$ cat src/pkg/ops_defs.svh
// register offsets, field positions, reset values and widths of the optical phase sequencer
`ifndef OPS_DEFS_SVH
`define OPS_DEFS_SVH
// ----------------------------------------
// widths
// ----------------------------------------
`define OPS_SAMPLE_W 24
`define OPS_CODE_W 6
`define OPS_LEVEL_W 7
`define OPS_GSET_W 3
`define OPS_PER_W 24
`define OPS_PHL_W 16
`define OPS_CNT_W 16
// ----------------------------------------
// register byte offsets
// ----------------------------------------
`define OPS_OFS_CTRL 12'h000
`define OPS_OFS_PERIOD 12'h004
`define OPS_OFS_PHLEN 12'h008
`define OPS_OFS_DRIVE 12'h00C
`define OPS_OFS_GAIN 12'h010
`define OPS_OFS_STATUS 12'h014
`define OPS_OFS_RES0 12'h018
`define OPS_OFS_RES1 12'h01C
`define OPS_OFS_RES2 12'h020
`define OPS_OFS_RES3 12'h024
// ----------------------------------------
// field positions
// ----------------------------------------
`define OPS_CTRL_RUN 0
`define OPS_CTRL_MODE3 1
`define OPS_CTRL_SPLIT 2
`define OPS_CTRL_DOUBLE 3
`define OPS_DRV_ONE 0
`define OPS_DRV_TWO 8
`define OPS_DRV_THREE 16
`define OPS_GAIN_G1 0
`define OPS_GAIN_G2 4
`define OPS_GAIN_C1 8
`define OPS_GAIN_C2 12
`define OPS_GAIN_MAP 16
`define OPS_STAT_PHASE 0
`define OPS_STAT_ACTIVE 2
`define OPS_STAT_CYCLES 16
// ----------------------------------------
// reset values
// ----------------------------------------
`define OPS_RST_PERIOD 24'h002000
`define OPS_RST_PHLEN 16'h0100
`define OPS_RST_MAP 4'h5
`endif

$ cat src/pkg/ops_pkg.sv
// types shared by the optical phase sequencer modules
`include "ops_defs.svh"
package ops_pkg;
	typedef struct packed {
		logic [`OPS_PER_W-1:0] cnt;
		logic [`OPS_PHL_W-1:0] ph_cnt;
		logic [1:0] phase;
		logic active;
		logic start;
	} ops_timer_t;

	typedef struct packed {
		logic run;
		logic mode3;
		logic split;
		logic dbl;
		logic [`OPS_PER_W-1:0] period;
		logic [`OPS_PHL_W-1:0] phlen;
		logic [2:0][`OPS_CODE_W-1:0] code;
		logic [`OPS_GSET_W-1:0] gain1;
		logic [`OPS_GSET_W-1:0] gain2;
		logic [`OPS_GSET_W-1:0] cap1;
		logic [`OPS_GSET_W-1:0] cap2;
		logic [3:0] map;
		logic [3:0][`OPS_SAMPLE_W-1:0] result;
		logic [`OPS_CNT_W-1:0] cycles;
		logic [1:0] conv_idx;
		logic [2:0] emit;
		logic [3:0] filt;
		logic [3:0] crst;
		logic [`OPS_GSET_W-1:0] gain_o;
		logic [`OPS_GSET_W-1:0] cap_o;
		logic [31:0] rdata;
	} ops_state_t;
endpackage : ops_pkg

$ cat src/hdl/ops_phase_timer.sv
// pulse-repetition timer: period counter and four-phase stepping
`timescale 1ns/100ps
module ops_phase_timer import ops_pkg::*; #(
	parameter int PER_W = `OPS_PER_W,
	parameter int PHL_W = `OPS_PHL_W
) (
	input wire logic clk,
	input wire logic rst,
	input wire logic run,
	input wire logic [PER_W-1:0] period,
	input wire logic [PHL_W-1:0] phlen,
	output logic [1:0] phase,
	output logic active,
	output logic cycle_start,
	output logic phase_end
);
	ops_timer_t s_ff;
	ops_timer_t nxt_s;
	logic wrap;

	// ----------------------------------------
	// next state
	// ----------------------------------------
	always_comb begin
		nxt_s = s_ff;
		nxt_s.start = 1'b0;
		wrap = (s_ff.cnt >= period - 1'b1);
		phase_end = s_ff.active && (s_ff.ph_cnt == phlen - 1'b1);
		if (!run) begin
			nxt_s = '0;
		end else if (wrap) begin
			// every period restarts at phase 0, even if the last one overran
			nxt_s.cnt = '0;
			nxt_s.ph_cnt = '0;
			nxt_s.phase = 2'h0;
			nxt_s.active = 1'b1;
			nxt_s.start = 1'b1;
		end else begin
			nxt_s.cnt = s_ff.cnt + 1'b1;
			if (s_ff.active) begin
				if (phase_end) begin
					nxt_s.ph_cnt = '0;
					if (s_ff.phase == 2'h3) begin
						nxt_s.active = 1'b0;
					end else begin
						nxt_s.phase = s_ff.phase + 2'h1;
					end
				end else begin
					nxt_s.ph_cnt = s_ff.ph_cnt + 1'b1;
				end
			end
		end
	end

	always_ff @(posedge clk) begin
		if (rst) begin
			s_ff <= '0;
		end else begin
			s_ff <= nxt_s;
		end
	end

	assign phase = s_ff.phase;
	assign active = s_ff.active;
	assign cycle_start = s_ff.start;
endmodule : ops_phase_timer

$ cat src/hdl/ops_sequencer.sv
// optical phase sequencer: apb registers, emitter and filter phasing, sample capture
// How it works
// - each repetition cycle yields four 24-bit samples, one result register each
// - four sampling filters, exactly one selected per phase
// - combined conversion reset is the OR of four per-phase resets
// - two-emitter order: emitter two, ambient, emitter one, ambient
// - three-emitter order: emitter two, emitter three, emitter one, ambient
// - two-emitter mode pulses emitters one and two only in their phases
// - three-emitter mode pulses each emitter only in its own phase
// - two gain/capacitance sets applied to phases by a phase-to-set assignment
// - each emitter has its own 6-bit drive-current code
// - range bit clear: code steps about 0.8 mA, full code 50 mA
// - range bit set: each code step about 1.6 mA
// - one set for all phases unless split gain is enabled
`timescale 1ns/100ps
module ops_sequencer import ops_pkg::*; (
	input wire logic clk,
	input wire logic rst,
	input wire logic psel,
	input wire logic penable,
	input wire logic pwrite,
	input wire logic [11:0] paddr,
	input wire logic [31:0] pwdata,
	input wire logic [3:0] pstrb,
	output logic [31:0] prdata,
	output logic pready,
	output logic pslverr,
	output logic emitter_one,
	output logic emitter_two,
	output logic emitter_three,
	output logic [`OPS_LEVEL_W-1:0] drive_level_one,
	output logic [`OPS_LEVEL_W-1:0] drive_level_two,
	output logic [`OPS_LEVEL_W-1:0] drive_level_three,
	output logic [3:0] filter_select,
	output logic conversion_reset_phase0,
	output logic conversion_reset_phase1,
	output logic conversion_reset_phase2,
	output logic conversion_reset_phase3,
	output logic conversion_reset_pulse,
	output logic [`OPS_GSET_W-1:0] amp_gain_setting,
	output logic [`OPS_GSET_W-1:0] amp_cap_setting,
	input wire logic [`OPS_SAMPLE_W-1:0] conv_data,
	input wire logic conv_valid
);
	ops_state_t s_ff;
	ops_state_t nxt_s;
	logic [1:0] t_phase;
	logic t_active;
	logic t_start;
	logic t_phase_end;
	logic [31:0] rd_val;
	logic [31:0] wv;
	logic hit;
	logic wr;
	logic use2;
	logic [2:0][`OPS_LEVEL_W-1:0] level;

	function automatic logic [31:0] ops_merge(input logic [31:0] old, input logic [31:0] nw,
		input logic [3:0] strb);
		logic [31:0] r;
		r = old;
		for (int i = 0; i < 4; i++) begin
			if (strb[i]) begin
				r[i*8 +: 8] = nw[i*8 +: 8];
			end
		end
		return r;
	endfunction : ops_merge

	ops_phase_timer #(
		.PER_W(`OPS_PER_W),
		.PHL_W(`OPS_PHL_W)
	) u_timer (
		.clk(clk),
		.rst(rst),
		.run(s_ff.run),
		.period(s_ff.period),
		.phlen(s_ff.phlen),
		.phase(t_phase),
		.active(t_active),
		.cycle_start(t_start),
		.phase_end(t_phase_end)
	);

	// ----------------------------------------
	// register read mux and decode
	// ----------------------------------------
	always_comb begin
		rd_val = 32'h0000_0000;
		hit = 1'b1;
		if (paddr == `OPS_OFS_CTRL) begin
			rd_val[`OPS_CTRL_RUN] = s_ff.run;
			rd_val[`OPS_CTRL_MODE3] = s_ff.mode3;
			rd_val[`OPS_CTRL_SPLIT] = s_ff.split;
			rd_val[`OPS_CTRL_DOUBLE] = s_ff.dbl;
		end else if (paddr == `OPS_OFS_PERIOD) begin
			rd_val[`OPS_PER_W-1:0] = s_ff.period;
		end else if (paddr == `OPS_OFS_PHLEN) begin
			rd_val[`OPS_PHL_W-1:0] = s_ff.phlen;
		end else if (paddr == `OPS_OFS_DRIVE) begin
			rd_val[`OPS_DRV_ONE +: `OPS_CODE_W] = s_ff.code[0];
			rd_val[`OPS_DRV_TWO +: `OPS_CODE_W] = s_ff.code[1];
			rd_val[`OPS_DRV_THREE +: `OPS_CODE_W] = s_ff.code[2];
		end else if (paddr == `OPS_OFS_GAIN) begin
			rd_val[`OPS_GAIN_G1 +: `OPS_GSET_W] = s_ff.gain1;
			rd_val[`OPS_GAIN_G2 +: `OPS_GSET_W] = s_ff.gain2;
			rd_val[`OPS_GAIN_C1 +: `OPS_GSET_W] = s_ff.cap1;
			rd_val[`OPS_GAIN_C2 +: `OPS_GSET_W] = s_ff.cap2;
			rd_val[`OPS_GAIN_MAP +: 4] = s_ff.map;
		end else if (paddr == `OPS_OFS_STATUS) begin
			rd_val[`OPS_STAT_PHASE +: 2] = t_phase;
			rd_val[`OPS_STAT_ACTIVE] = t_active;
			rd_val[`OPS_STAT_CYCLES +: `OPS_CNT_W] = s_ff.cycles;
		end else if (paddr == `OPS_OFS_RES0) begin
			rd_val[`OPS_SAMPLE_W-1:0] = s_ff.result[0];
		end else if (paddr == `OPS_OFS_RES1) begin
			rd_val[`OPS_SAMPLE_W-1:0] = s_ff.result[1];
		end else if (paddr == `OPS_OFS_RES2) begin
			rd_val[`OPS_SAMPLE_W-1:0] = s_ff.result[2];
		end else if (paddr == `OPS_OFS_RES3) begin
			rd_val[`OPS_SAMPLE_W-1:0] = s_ff.result[3];
		end else begin
			hit = 1'b0;
		end
	end

	// ----------------------------------------
	// next state
	// ----------------------------------------
	always_comb begin
		nxt_s = s_ff;
		wr = psel && penable && pwrite && hit;
		wv = ops_merge(rd_val, pwdata, pstrb);
		// read data is latched in the setup cycle so the zero-wait access sees a flop
		if (psel && !penable) begin
			nxt_s.rdata = hit ? rd_val : 32'h0000_0000;
		end
		if (wr) begin
			if (paddr == `OPS_OFS_CTRL) begin
				nxt_s.run = wv[`OPS_CTRL_RUN];
				nxt_s.mode3 = wv[`OPS_CTRL_MODE3];
				nxt_s.split = wv[`OPS_CTRL_SPLIT];
				nxt_s.dbl = wv[`OPS_CTRL_DOUBLE];
			end else if (paddr == `OPS_OFS_PERIOD) begin
				nxt_s.period = wv[`OPS_PER_W-1:0];
			end else if (paddr == `OPS_OFS_PHLEN) begin
				nxt_s.phlen = wv[`OPS_PHL_W-1:0];
			end else if (paddr == `OPS_OFS_DRIVE) begin
				nxt_s.code[0] = wv[`OPS_DRV_ONE +: `OPS_CODE_W];
				nxt_s.code[1] = wv[`OPS_DRV_TWO +: `OPS_CODE_W];
				nxt_s.code[2] = wv[`OPS_DRV_THREE +: `OPS_CODE_W];
			end else if (paddr == `OPS_OFS_GAIN) begin
				nxt_s.gain1 = wv[`OPS_GAIN_G1 +: `OPS_GSET_W];
				nxt_s.gain2 = wv[`OPS_GAIN_G2 +: `OPS_GSET_W];
				nxt_s.cap1 = wv[`OPS_GAIN_C1 +: `OPS_GSET_W];
				nxt_s.cap2 = wv[`OPS_GAIN_C2 +: `OPS_GSET_W];
				nxt_s.map = wv[`OPS_GAIN_MAP +: 4];
			end
		end
		// phase outputs follow the timer one cycle later, all from flops
		nxt_s.filt = t_active ? (4'h1 << t_phase) : 4'h0;
		nxt_s.emit = 3'h0;
		if (t_active) begin
			case (t_phase)
				2'h0: nxt_s.emit = 3'h2;
				2'h1: nxt_s.emit = s_ff.mode3 ? 3'h4 : 3'h0;
				2'h2: nxt_s.emit = 3'h1;
				default: nxt_s.emit = 3'h0;
			endcase
		end
		use2 = s_ff.split && s_ff.map[t_phase];
		nxt_s.gain_o = use2 ? s_ff.gain2 : s_ff.gain1;
		nxt_s.cap_o = use2 ? s_ff.cap2 : s_ff.cap1;
		nxt_s.crst = t_phase_end ? (4'h1 << t_phase) : 4'h0;
		if (t_phase_end) begin
			nxt_s.conv_idx = t_phase;
		end
		// a sample lands in the register of the phase whose reset was issued last
		if (conv_valid) begin
			nxt_s.result[s_ff.conv_idx] = conv_data;
			if (s_ff.conv_idx == 2'h3) begin
				nxt_s.cycles = s_ff.cycles + 1'b1;
			end
		end
	end

	always_ff @(posedge clk) begin
		if (rst) begin
			s_ff <= '0;
			s_ff.period <= `OPS_RST_PERIOD;
			s_ff.phlen <= `OPS_RST_PHLEN;
			s_ff.map <= `OPS_RST_MAP;
		end else begin
			s_ff <= nxt_s;
		end
	end

	// ----------------------------------------
	// drive level: code, or code doubled
	// ----------------------------------------
	genvar gi;
	generate
		for (gi = 0; gi < 3; gi++) begin : g_drive
			assign level[gi] = s_ff.dbl ? {s_ff.code[gi], 1'b0} : {1'b0, s_ff.code[gi]};
		end
	endgenerate

	assign drive_level_one = level[0];
	assign drive_level_two = level[1];
	assign drive_level_three = level[2];
	assign prdata = s_ff.rdata;
	assign pready = 1'b1;
	assign pslverr = psel && penable && !hit;
	assign emitter_one = s_ff.emit[0];
	assign emitter_two = s_ff.emit[1];
	assign emitter_three = s_ff.emit[2];
	assign filter_select = s_ff.filt;
	assign conversion_reset_phase0 = s_ff.crst[0];
	assign conversion_reset_phase1 = s_ff.crst[1];
	assign conversion_reset_phase2 = s_ff.crst[2];
	assign conversion_reset_phase3 = s_ff.crst[3];
	assign conversion_reset_pulse = |s_ff.crst;
	assign amp_gain_setting = s_ff.gain_o;
	assign amp_cap_setting = s_ff.cap_o;

	// ----------------------------------------
	// assertions
	// ----------------------------------------
	property p_filter_one;
		@(posedge clk) disable iff (rst) t_active |=> $onehot(filter_select) && filter_select[$past(t_phase)];
	endproperty
	a_filter_one: assert property (p_filter_one) else $error("filter select not one-hot on phase");

	property p_reset_union;
		@(posedge clk) disable iff (rst)
			t_phase_end |=> conversion_reset_pulse && $onehot(s_ff.crst) && s_ff.crst[$past(t_phase)];
	endproperty
	a_reset_union: assert property (p_reset_union) else $error("conversion reset missing after phase");

	property p_order_two;
		@(posedge clk) disable iff (rst)
			(!$past(s_ff.mode3) && filter_select[1]) |-> !emitter_one && !emitter_two && !emitter_three;
	endproperty
	a_order_two: assert property (p_order_two) else $error("emitter lit in two-emitter ambient phase");

	property p_order_three;
		@(posedge clk) disable iff (rst) (s_ff.mode3 && $past(s_ff.mode3) && filter_select[1])
			|-> emitter_three && !emitter_one && !emitter_two;
	endproperty
	a_order_three: assert property (p_order_three) else $error("emitter three not alone in its phase");

	property p_lead_phases;
		@(posedge clk) disable iff (rst)
			(filter_select[0] |-> emitter_two && !emitter_one) and (filter_select[2] |-> emitter_one && !emitter_two);
	endproperty
	a_lead_phases: assert property (p_lead_phases) else $error("wrong emitter in phase 0 or 2");

	property p_dark_ambient;
		@(posedge clk) disable iff (rst) (filter_select[3] || filter_select == 4'h0)
			|-> !emitter_one && !emitter_two && !emitter_three;
	endproperty
	a_dark_ambient: assert property (p_dark_ambient) else $error("emitter lit outside its phase");

	property p_sample_store;
		@(posedge clk) disable iff (rst) conv_valid |=> s_ff.result[$past(s_ff.conv_idx)] == $past(conv_data);
	endproperty
	a_sample_store: assert property (p_sample_store) else $error("sample not stored in its result register");

	property p_gain_set;
		@(posedge clk) disable iff (rst) !s_ff.split ##1 !$past(s_ff.split)
			|-> amp_gain_setting == $past(s_ff.gain1) && amp_cap_setting == $past(s_ff.cap1);
	endproperty
	a_gain_set: assert property (p_gain_set) else $error("second set used without split gain");

	property p_drive_scale;
		@(posedge clk) disable iff (rst) s_ff.dbl
			|-> drive_level_one == {s_ff.code[0], 1'b0} && drive_level_three == {s_ff.code[2], 1'b0};
	endproperty
	a_drive_scale: assert property (p_drive_scale) else $error("doubled drive level wrong");

	property p_drive_plain;
		@(posedge clk) disable iff (rst) !s_ff.dbl
			|-> drive_level_one == {1'b0, s_ff.code[0]} && drive_level_two == {1'b0, s_ff.code[1]};
	endproperty
	a_drive_plain: assert property (p_drive_plain) else $error("plain drive level wrong");

	property p_filter_idle;
		@(posedge clk) disable iff (rst) !t_active |=> filter_select == 4'h0;
	endproperty
	a_filter_idle: assert property (p_filter_idle) else $error("filter selected outside the active phases");

	property p_result_hold;
		@(posedge clk) disable iff (rst) !conv_valid |=> $stable(s_ff.result);
	endproperty
	a_result_hold: assert property (p_result_hold) else $error("result register changed without a sample");

	property p_split_use;
		@(posedge clk) disable iff (rst) s_ff.split && s_ff.map[t_phase]
			|=> amp_gain_setting == $past(s_ff.gain2) && amp_cap_setting == $past(s_ff.cap2);
	endproperty
	a_split_use: assert property (p_split_use) else $error("second set not used in its phase");

	property p_restart;
		@(posedge clk) disable iff (rst) t_start |=> filter_select == 4'h1 && emitter_two;
	endproperty
	a_restart: assert property (p_restart) else $error("cycle did not restart at phase 0");
endmodule : ops_sequencer

$ cat config.mk
export PLATFORM = sky130hd
export DESIGN_NAME = ops_sequencer
export DESIGN_NICKNAME = d
export VERILOG_FILES = /design/src/pkg/ops_pkg.sv /design/src/hdl/ops_phase_timer.sv /design/src/hdl/ops_sequencer.sv
export VERILOG_INCLUDE_DIRS = /design/src /design/src/pkg
export SDC_FILE = /design/constraint.sdc
export NUM_CORES = 1
export LEC_CHECK = 0
export ABC_CLOCK_PERIOD_IN_PS = 13750
export BUFFER_PORTS_ARGS = -buffer_cell sky130_fd_sc_hd__buf_2
export CAP_MARGIN = 30
export CORE_UTILIZATION = 30
export CTS_CLUSTER_DIAMETER = 100
export CTS_CLUSTER_SIZE = 16
export DETAILED_ROUTE_END_ITERATION = 10
export GPL_TIMING_DRIVEN = 0
export MAX_ROUTING_LAYER = met4
export SYNTH_ARGS = -nofsm -noshare
export SYNTH_HDL_FRONTEND = slang
export SYNTH_SLANG_ARGS = --single-unit
$ cat constraint.sdc
create_clock -name clk -period 13.75 [get_ports clk]
set_input_delay 1.375 -clock clk [delete_from_list [all_inputs] [get_ports clk]]
set_output_delay 1.375 -clock clk [all_outputs]
set_load 0.01 [all_outputs]
==> qor.csv <==
metric,value,unit
min_to,prdata[26],
rows,82,
period_minus_slack,5400,ps
drtIter0Drc,1510,
drv_cap,0,
cp_slowest_cell,nor4_2,
via_count,14700,
max_freq,0.185,GHz
setup_viol,0,
path_clk_slew,70,ps
antenna_cells,0,
cts_hold_buf,0,
whs,454,ps
tns,0,ps
cts_tree,done,
antenna_found_initial,1,
top_usage_layer,met2,
synth_top_area_share,37.4,%
synthArstFlopShare,0,%
cts_htree_levels,1,
min_delay_path_depth,2,
die_area,51600,µm²
crit_path_start_kind,primary input,
cts_made_buffers,21,
cts_setup_buffers,0,
fp.dieW,227,µm
fillers,5348,
path_delay_family,buffers and inverters,
placeableCoreArea,50100,µm²
cts.sinks,284,
worst_slew_pin_slew,1240,ps
overflow,0,
endpoint_kind,output pin,
hold_path.class,flip-flop to flip-flop,
drt_wl_total,61000,µm
boundaryPins,151,
gp_congestion,1.01,
nets,2143,
reg2reg_slack,8560,ps
rsz0062_at_grt,false,
p_leak,6.53,nW
grt_max_degree,17,
reg2reg_depth,15,
dr.pass1.iters,6,
ys_types,90,
yosysMostFrequentCell,nand2_1,
ys_top_cells_by_count,"nand2_1, dfxtp_1, nor2_1, a21oi_1, clkbuf_1",
fin_crit_sh,39.3,%
synth_seq_cells,284,
ant_nets,0,
yosys_warnings,0,
die_h,227,µm
grt_pass1_wl,88600,µm
use_met3,4.10,%
synth_area_per_cell,8.16,µm²
layout-drive-gt1-share,14.9,%
drv_slew,0,
arrival,4030,ps
maxSlewHeadroom,17.5,%
grt_usage,23.9,%
grtUsageMet1,30.8,%
synthCells,1866,
syn2layout_area_growth,13.8,%
ys_seq_area_share,37.4,%
clkLatencyLatePin,540,ps
clk_path_buf_depth,3,
yosys-top-cells-area,"dfxtp_1, nand2_1, a21oi_1, nor2_1, xor2_1",
worstReg2RegStart,s_ff[222],
finClkSkew,15.0,ps
path_buf_inv,4,
critical_path_depth,7,
synth_nets,1977,
start_util,30.4,%
r2r_end,u_timer.s_ff[36],
vias_per_cell,5.43,
crit_fanout,10,
drc,0,
root_buffer,clkbuf_16,
port-buffer-count,140,
slowest_delay,670,ps
netlist_area,15200,µm²
critPathKind,primary input to output pin,
vdd_drop_max,0.0000727,V
critPathRequiredTime,12380,ps
status,completed,
yosys.area.top_type,dfxtp_1,
synth_edf_count,0,
hpwl,47800,µm
synth-main-ff-cell,dfxtp_1,
grt_pass1_vias,13600,
ctsResizeCount,0,
p_per_area,87.8,nW/µm²
grt_use_met2,38.1,%
finalHoldViolCount,0,
crit_path_cell_trace,buf_2 > nor4_2 > nand2_1 > clkbuf_1 > clkbuf_1 > o211a_1 > buf_2,
hold_start,prdata[26],
wl_per_cell,22.6,µm
==> sequential cells by signal, summed over array words and instances, names as in the netlist <==
| signal | flops |
|---|---|
| s_ff | 192 |
| u_timer.s_ff | 40 |
| prdata | 32 |
| filter_select | 4 |
| amp_cap_setting | 3 |
| amp_gain_setting | 3 |
| u_timer.phase | 2 |
| conversion_reset_phase0 | 1 |
| conversion_reset_phase1 | 1 |
| conversion_reset_phase2 | 1 |
| conversion_reset_phase3 | 1 |
| emitter_one | 1 |
| emitter_three | 1 |
| emitter_two | 1 |
| u_timer.active | 1 |
==> worst min-delay path: cells and delay by family, from the launching register on <==
kind	cells	cell delay [ps]
AOI/OAI and AO/OA	1	50
DFF	1	310
and+or+nand+nor	1	50
==> cell families after synthesis <==
logic type	after synthesis	share of synthesized area, %
compound gates	455	19.8
xor+xnor	92	5.29
simple gates	747	24.3
other cells	1	0.0246
buf+inv	190	6.05
fa+ha+maj	33	2.71
flops	284	37.4
mux	64	4.52
==> report_power, final <==
| group | internal, W | switching, W | leakage (nW) | total, W |
|---|---|---|---|---|
| sequential | 0.000826 | 0.00000300 | 2.29 | 0.000829 |
| combinational | 0.0000294 | 0.0000854 | 3.97 | 0.000115 |
| clock | 0.000273 | 0.000304 | 0.264 | 0.000576 |
| total | 0.00113 | 0.000392 | 6.53 | 0.00152 |
==> final cells by class <==
type / count / area (µm²) / area share, %
inverters: 19 / 71.3 / 0.412
multi-input cells: 1392 / 8620 / 49.8
flip-flops and latches: 284 / 5690 / 32.8
repair buffers: 143 / 716 / 4.13
plain buffers: 171 / 850 / 4.91
clock inverters: 1 / 5.00 / 0.0289
well taps: 672 / 841 / 4.86
clock buffers: 22 / 529 / 3.06
==> cells in the final DEF (no fill, tap or decap), types with 10 or more instances in the layout <==
cell type / n
a21o_1: 21
nor3_2: 16
a211oi_1: 38
nor3b_1: 13
o21ai_0: 47
nor2b_1: 22
o21a_1: 24
buf_1: 12
nand3_1: 48
o22ai_1: 15
or2_2: 11
clkbuf_16: 21
buf_2: 150
a21oi_1: 174
and3_1: 20
clkbuf_1: 104
nor3_1: 21
mux2i_1: 41
nand3b_1: 12
or4_1: 16
inv_1: 19
buf_4: 45
o31ai_1: 22
dfxtp_1: 284
xnor2_1: 44
nand2b_1: 18
ha_1: 33
xor2_1: 48
and2_1: 13
nand4_1: 14
nand2_1: 288
mux2_2: 20
a211o_1: 10
nor2_1: 181
==> worst max path at each step <==
stage                    from          endpoint  slack [ps]
floorplan           s_ff[222]  u_timer.s_ff[34]        9300
global placement     paddr[9]           pslverr        8520
detailed placement   paddr[9]           pslverr        8500
CTS                  paddr[9]           pslverr        8500
global route        s_ff[215]  u_timer.s_ff[36]        8170
finish               paddr[9]           pslverr        8350
==> metrics by stage <==
stage	std cells	cell area, µm²	power, W	setup slack (ps)	utilization [%]
6_report	2704	17300	0.00152	8350	34.6
5_1_grt	2704	17300	0.00156	8170	34.6
4_1_cts	2704	17300	0.00153	8500	34.6
3_5_place_dp	2681	16800	0.000958	8500	33.5
3_3_place_gp	2678	16800	0.000958	8520	33.5
2_1_floorplan	1866	15200	0.000901	9300	-
==> routing by layer <==
metal	wire, µm	vias up	part of all wire [%]
met5	0	-	0
met4	2300	0	3.8
met3	4800	127	7.9
met2	27800	650	46
met1	26100	7016	43
li1	-	6889	-
No activity file was read; power rests on OpenSTA's default activity.
